[config.mk]
export PLATFORM = sky130hd
export DESIGN_NAME = hbi_host_port
export DESIGN_NICKNAME = d
export VERILOG_FILES = /design/src/hbi_pkg.sv /design/src/hbi_sync.sv /design/src/hbi_host_port.sv
export VERILOG_INCLUDE_DIRS = /design/src
export SDC_FILE = /design/constraint.sdc
export NUM_CORES = 1
export LEC_CHECK = 0
export BUFFER_PORTS_ARGS = -buffer_cell sky130_fd_sc_hd__buf_2
export CAP_MARGIN = 20
export CORE_ASPECT_RATIO = 1.1
export CORE_MARGIN = 1
export CORE_UTILIZATION = 30
export CTS_CLUSTER_SIZE = 30
export DETAILED_ROUTE_END_ITERATION = 6
export PLACE_DENSITY = 0.57
export SLEW_MARGIN = 25
export SYNTH_ARGS = -nofsm -noshare
export SYNTH_HDL_FRONTEND = slang
export SYNTH_HIERARCHICAL = 1
export SYNTH_SLANG_ARGS = --single-unit
[constraint.sdc]
create_clock -name sys_clk -period 3.65 [get_ports sys_clk]
set_clock_uncertainty 0.15 [all_clocks]
set_input_delay 0.73 -clock sys_clk [delete_from_list [all_inputs] [get_ports sys_clk]]
set_output_delay 0.73 -clock sys_clk [all_outputs]
set_load 0.005 [all_outputs]
[src/hbi_map.svh]
// Constant map of the UART host bus interface
`ifndef HBI_MAP_SVH
`define HBI_MAP_SVH

// ****************************************
// Widths
// ****************************************
`define HBI_SEL_W     3
`define HBI_DATA_W    8
`define HBI_PINS_W    19

// ****************************************
// Reset values
// ****************************************
// Idle pin image: selects off, low-active strobes high, data zero
`define HBI_PINS_IDLE 19'h02a00
`define HBI_SEL_RST   3'h0
`define HBI_DATA_RST  8'h00

`endif

[src/hbi_pkg.sv]
// Types shared by the UART host bus interface
`default_nettype none

package hbi_pkg;

  // ****************************************
  // Host pin image, one sample per clock
  // ****************************************
  typedef struct packed {
    logic [2:0] reg_select;
    logic       chip_select_a;
    logic       chip_select_b;
    logic       chip_select_n;
    logic       read_strobe_hi;
    logic       read_strobe_lo;
    logic       write_strobe_hi;
    logic       write_strobe_lo;
    logic       addr_latch_strobe;
    logic [7:0] host_data_in;
  } hbi_pins_t;

  // ****************************************
  // Captured address phase
  // ****************************************
  typedef struct packed {
    logic [2:0] reg_select;
    logic       chip_select_a;
    logic       chip_select_b;
    logic       chip_select_n;
  } hbi_addr_t;

endpackage : hbi_pkg

`default_nettype wire

[src/hbi_sync.sv]
// Two-stage synchroniser for a vector of host pins
`default_nettype none

module hbi_sync #(
  parameter int                   W       = 1,
  parameter logic [W-1:0]         RST_VAL = '0
) (
  input  wire logic               sys_clk,
  input  wire logic               rst,
  input  wire logic [W-1:0]       async_in,
  output var  logic [W-1:0]       sync_out
);

  logic [W-1:0] meta_r;

  // First stage feeds only the second stage
  always_ff @(posedge sys_clk or posedge rst)
  begin
    if (rst)
    begin
      meta_r   <= RST_VAL;
      sync_out <= RST_VAL;
    end
    else
    begin
      meta_r   <= async_in;
      sync_out <= meta_r;
    end
  end

endmodule // hbi_sync

`default_nettype wire

[src/hbi_host_port.sv]
// Parallel host bus port of the UART: select decode, address latch, strobes, data bus
//
// Functional notes
// - Register select picks the addressed register
// - Selected only when A high, B high, N low
// - Either read strobe drives register onto bus
// - Either write strobe stores bus into register
// - Latch strobe rising edge captures selects
// - Eight-bit bus driven only during selected read
// - Bus bit zero is least significant
// - Low read_strobe_lo equals high read_strobe_hi
// - Low write_strobe_lo writes addressed register
// - drive_disable_n low only while host reads
`include "hbi_map.svh"
`default_nettype none

module hbi_host_port (
  input  wire logic                      sys_clk,
  input  wire logic                      rst,
  // Host pins
  input  wire logic [`HBI_SEL_W-1:0]     reg_select,
  input  wire logic                      chip_select_a,
  input  wire logic                      chip_select_b,
  input  wire logic                      chip_select_n,
  input  wire logic                      read_strobe_hi,
  input  wire logic                      read_strobe_lo,
  input  wire logic                      write_strobe_hi,
  input  wire logic                      write_strobe_lo,
  input  wire logic                      addr_latch_strobe,
  input  wire logic [`HBI_DATA_W-1:0]    host_data_in,
  output var  logic [`HBI_DATA_W-1:0]    host_data_out,
  output var  logic                      host_data_oe,
  output var  logic                      drive_disable_n,
  // Core register side
  output var  logic [`HBI_SEL_W-1:0]     core_reg_idx,
  output var  logic                      core_rd_pulse,
  output var  logic                      core_rd_active,
  input  wire logic [`HBI_DATA_W-1:0]    core_rd_data,
  output var  logic                      core_wr_pulse,
  output var  logic [`HBI_DATA_W-1:0]    core_wr_data
);

  // ****************************************
  // Pin synchronisation
  // ****************************************
  hbi_pkg::hbi_pins_t pins_raw;
  hbi_pkg::hbi_pins_t pins_s;

  assign pins_raw = '{
    reg_select:        reg_select,
    chip_select_a:     chip_select_a,
    chip_select_b:     chip_select_b,
    chip_select_n:     chip_select_n,
    read_strobe_hi:    read_strobe_hi,
    read_strobe_lo:    read_strobe_lo,
    write_strobe_hi:   write_strobe_hi,
    write_strobe_lo:   write_strobe_lo,
    addr_latch_strobe: addr_latch_strobe,
    host_data_in:      host_data_in
  };

  hbi_sync #(
    .W       (`HBI_PINS_W),
    .RST_VAL (`HBI_PINS_IDLE)
  ) u_sync (
    .sys_clk  (sys_clk),
    .rst      (rst),
    .async_in (pins_raw),
    .sync_out (pins_s)
  );

  // ****************************************
  // Address latch
  // ****************************************
  hbi_pkg::hbi_addr_t addr_live;
  hbi_pkg::hbi_addr_t addr_hold_r;
  hbi_pkg::hbi_addr_t addr_eff;
  logic               als_prev_r;
  wire                als_rise;
  wire                hold_use;

  assign addr_live = '{
    reg_select:    pins_s.reg_select,
    chip_select_a: pins_s.chip_select_a,
    chip_select_b: pins_s.chip_select_b,
    chip_select_n: pins_s.chip_select_n
  };
  assign als_rise  = pins_s.addr_latch_strobe & ~als_prev_r;
  // Transparent while strobe low, frozen image while high
  // Rising cycle passes the image being captured, so no stale select leaks out
  assign hold_use  = pins_s.addr_latch_strobe & ~als_rise;
  assign addr_eff  = hold_use ? addr_hold_r : addr_live;

  // Edge detector idles low like the pin, so reset gives no false edge
  always_ff @(posedge sys_clk or posedge rst)
  begin
    if (rst)
      als_prev_r <= 1'b0;
    else
      als_prev_r <= pins_s.addr_latch_strobe;
  end

  always_ff @(posedge sys_clk or posedge rst)
  begin
    if (rst)
      addr_hold_r <= '{`HBI_SEL_RST, 1'b0, 1'b0, 1'b1};
    else if (als_rise)
      addr_hold_r <= addr_live;
  end

  // ****************************************
  // Strobe pair decode
  // ****************************************
  // Either pin of a pair requests; the unused pin idles inactive
  function automatic logic strobe_on(input logic hi_pin, input logic lo_pin);
    strobe_on = hi_pin | ~lo_pin;
  endfunction

  // ****************************************
  // Select and strobe decode
  // ****************************************
  wire chip_sel;
  wire rd_req;
  wire wr_req;

  // Unused selects are expected tied asserted by the board
  assign chip_sel = addr_eff.chip_select_a & addr_eff.chip_select_b & ~addr_eff.chip_select_n;
  // The unused strobe of each pair must idle inactive, else it masks the other
  assign rd_req   = chip_sel & strobe_on(pins_s.read_strobe_hi, pins_s.read_strobe_lo);
  assign wr_req   = chip_sel & strobe_on(pins_s.write_strobe_hi, pins_s.write_strobe_lo);

  // ****************************************
  // Access sequencing
  // ****************************************
  logic                   rd_req_r;
  logic                   wr_req_r;
  logic [`HBI_DATA_W-1:0] wr_data_r;
  logic [`HBI_SEL_W-1:0]  wr_idx_r;

  // Strobe history for edge detection
  always_ff @(posedge sys_clk or posedge rst)
  begin
    if (rst)
    begin
      rd_req_r <= 1'b0;
      wr_req_r <= 1'b0;
    end
    else
    begin
      rd_req_r <= rd_req;
      wr_req_r <= wr_req;
    end
  end

  // Write commits at the strobe's trailing edge, when host data has settled;
  // the last sample taken while the strobe is active is the one kept
  always_ff @(posedge sys_clk or posedge rst)
  begin
    if (rst)
    begin
      wr_data_r <= `HBI_DATA_RST;
      wr_idx_r  <= `HBI_SEL_RST;
    end
    else if (wr_req)
    begin
      wr_data_r <= pins_s.host_data_in;
      wr_idx_r  <= addr_eff.reg_select;
    end
  end

  // ****************************************
  // Registered outputs
  // ****************************************
  wire wr_done;
  wire [`HBI_SEL_W-1:0] idx_nxt;

  assign wr_done = wr_req_r & ~wr_req;
  assign idx_nxt = wr_done ? wr_idx_r : addr_eff.reg_select;

  // Read side: bus drive, transceiver steering, read strobes to the core
  always_ff @(posedge sys_clk or posedge rst)
  begin
    if (rst)
    begin
      core_rd_pulse   <= 1'b0;
      core_rd_active  <= 1'b0;
      host_data_out   <= `HBI_DATA_RST;
      host_data_oe    <= 1'b0;
      drive_disable_n <= 1'b1;
    end
    else
    begin
      core_rd_pulse   <= rd_req & ~rd_req_r;
      core_rd_active  <= rd_req;
      host_data_out   <= rd_req ? core_rd_data : `HBI_DATA_RST;
      host_data_oe    <= rd_req;
      drive_disable_n <= ~rd_req;
    end
  end

  // Write side and register index
  always_ff @(posedge sys_clk or posedge rst)
  begin
    if (rst)
    begin
      core_reg_idx  <= `HBI_SEL_RST;
      core_wr_pulse <= 1'b0;
      core_wr_data  <= `HBI_DATA_RST;
    end
    else
    begin
      core_reg_idx  <= idx_nxt;
      core_wr_pulse <= wr_done;
      core_wr_data  <= wr_data_r;
    end
  end

endmodule // hbi_host_port

`default_nettype wire

==> results_dict.tcl <==
set metrics [dict create \
    status "complete, no violations" \
    post_cts_resized 0 \
    place_congestion 0.639 \
    tns_ns 0 \
    ys_ff_latch 80 \
    antenna_left 0 \
    ys_warn_count 6 \
    vdd_drop_max_mv 0.181 \
    die-area_um2 8630 \
    hold_buffers 0 \
    synthTopCellsByCount "72 x dfrtp_1, 14 x mux2_2, 10 x mux2_4" \
    dp_worst_setup_slack_ns 1.68 \
    synth_nets 160 \
    core_area_um2 7960 \
    dr.pass1.iters 3 \
    syn_area_um2 2480 \
    start_kind "flop" \
    setup_viol 0 \
    wirelength_mm 3.43 \
    required_ns 2.77 \
    grt_usage 0.0946 \
    synthFlopType "dfrtp_1" \
    drt_iter0_markers 36 \
    post_cts_buffers 0 \
    async_flop_share 1.00 \
    drive_gt1_frac 0.525 \
    worstSetupPathType "flop to output port" \
    area_growth_pct 23.5 \
    drv_slew 0 \
    cts.path.max_buffers 2 \
    dieWidth_um 88.6 \
    wl_per_cell_um 11.2 \
    placed_area_um2 2870 \
    drv_cap 0 \
    rows 34 \
    period_needed_ns 1.83 \
    hold_viol_final 0 \
    numPortBuffers 52 \
    worstSetupEndpointType "output port" \
    first_global_vias 1254 \
    yosysSeqAreaShare 0.812 \
    clk_pin_slew_ns 0.07 \
    vias_per_cell 3.83 \
    cp_top_family "flip-flops" \
    yosysTopAreaCell "dfrtp_1" \
    cp_slowest_cell "dfstp_2" \
    worst_slack_ns 1.82 \
    final_util 0.385 \
    drc 0 \
    insertion_delay_ns 0.34 \
    cts_tree "done" \
    place_hpwl_mm 2.45 \
    synth_edf_count 0 \
    grt-ovfl-total 0 \
    antenna_found_initial 0 \
    avgSynthCellArea_um2 18.9 \
    hold_path_class "input pin to asynchronous set/reset pin" \
    rsz0062_at_grt "no" \
    p_per_area_nw_per_um2 599 \
    vias 1171 \
    final_cell_area_um2 3060 \
    synth_area_leaders "dfrtp_1 73%, dfstp_2 8.5%, mux2_2 6.4%" \
    cp_cell_sequence "buf_2" \
    slowest_delay_ns 0.52 \
    ioPinCount 53 \
    worst_slew_pin_slew_ns 0.639 \
    clock.fmax_mhz 546 \
    p_leak_nw 1.52 \
    path_buf_inv 1 \
    grt_pass1_wl_mm 5.85 \
    crit_arrival_ns 0.95 \
    h-tree-depth 3 \
    slew_headroom 0.574 \
    num-fill-cells 737 \
    synth_most_common_cell "dfrtp_1" \
    grt_max_degree 37 \
    syn_inst 131 \
    die_height_um 97.3 \
    period_share 0.502 \
    synth_top_area_frac 0.727 \
    rrSetupSlack_ns 1.84 \
    synth_cell_type_count 15 \
    start_util 0.311 \
    path_max_fanout 1 \
    antenna_cells 0 \
    root_buffer "clkbuf_8" \
    total_power_mw 1.83 \
    final_nets 222 \
    numCtsBuffers 9 \
    numClockSinks 80 \
]
kinds of logic after synthesis:
| kind of cell | count (synthesis) | share of synthesized area |
|---|---|---|
| multiplexers | 24 | 0.124 |
| buffers and inverters | 10 | 0.0197 |
| AND/OR/NAND/NOR | 15 | 0.0399 |
| flip-flops | 80 | 0.812 |
| AO/OA/AOI/OAI | 2 | 0.00404 |
final timing paths:
check,end,from,cells after the start
max,drive_disable_n,drive_disable_n$_DFF_PP1_,1
max reg2reg,core_reg_idx[2]$_DFF_PP0_,u_sync/sync_out[8]$_DFF_PP0_,4
max in group asynchronous,addr_hold_r[0]$_DFFE_PP1P_,rst,3
min reg2reg,u_sync/sync_out[7]$_DFF_PP0_,u_sync/meta_r[7]$_DFF_PP0_,0
min in group sys_clk,u_sync/sync_out[7]$_DFF_PP0_,u_sync/meta_r[7]$_DFF_PP0_,0
min,u_sync/sync_out[2]$_DFF_PP0_,rst,2
through the flow:
stage,hold slack [ns],std cells
floorplan,0.181,131
global placement,0.185,290
detailed placement,0.186,290
CTS,0.0782,306
global route,0.0954,306
finish,0.106,306
placed cells by master, fill, tap and decap left out:
cell / count
dfrtp_1: 72
buf_2: 52
mux2_2: 14
mux2_4: 10
clkbuf_8: 10
and2_1: 8
dfstp_2: 8
inv_1: 5
nor2b_1: 3
clkinv_2: 3
buf_4: 3
nand3b_1: 2
clkbuf_1: 2
nand2_2: 1
or2_4: 1
a21oi_1: 1
o21ai_1: 1
inv_2: 1
bufinv_16: 1
routing by layer:
| metal | global-route usage | routed length [um] | share of wire |
|---|---|---|---|
| met5 | 0 | 0 | 0 |
| met4 | 0.0819 | 74 | 0.022 |
| met3 | 0.0289 | 178 | 0.052 |
| met2 | 0.134 | 1620 | 0.47 |
| met1 | 0.114 | 1560 | 0.45 |
area by class of cell:
class                      count  area [um^2]  area share
multi-input combinational     41          417       0.136
clock inverter                 4         45.0      0.0147
clock buffer                  12          145      0.0474
tap                          108          135      0.0442
sequential                    80         2010       0.658
inverter                       6         22.5     0.00736
timing repair buffer          55          283      0.0924
report_power, final:
group | switching (mW) | total (mW) | internal [mW]
registers | 0.0427 | 1.04 | 1.00
clock network | 0.283 | 0.614 | 0.332
logic | 0.0651 | 0.174 | 0.109
sequential cells by signal, indices dropped and copies added (netlist names):
name,count
als_prev_r,1
core_rd_active,1
drive_disable_n,1
core_wr_pulse,1
host_data_out,8
addr_hold_r,6
core_rd_pulse,1
u_sync/sync_out,19
core_reg_idx,3
wr_data_r,8
core_wr_data,8
wr_idx_r,3
wr_req_r,1
u_sync/meta_r,19
No activity file was read; power rests on OpenSTA's default activity.
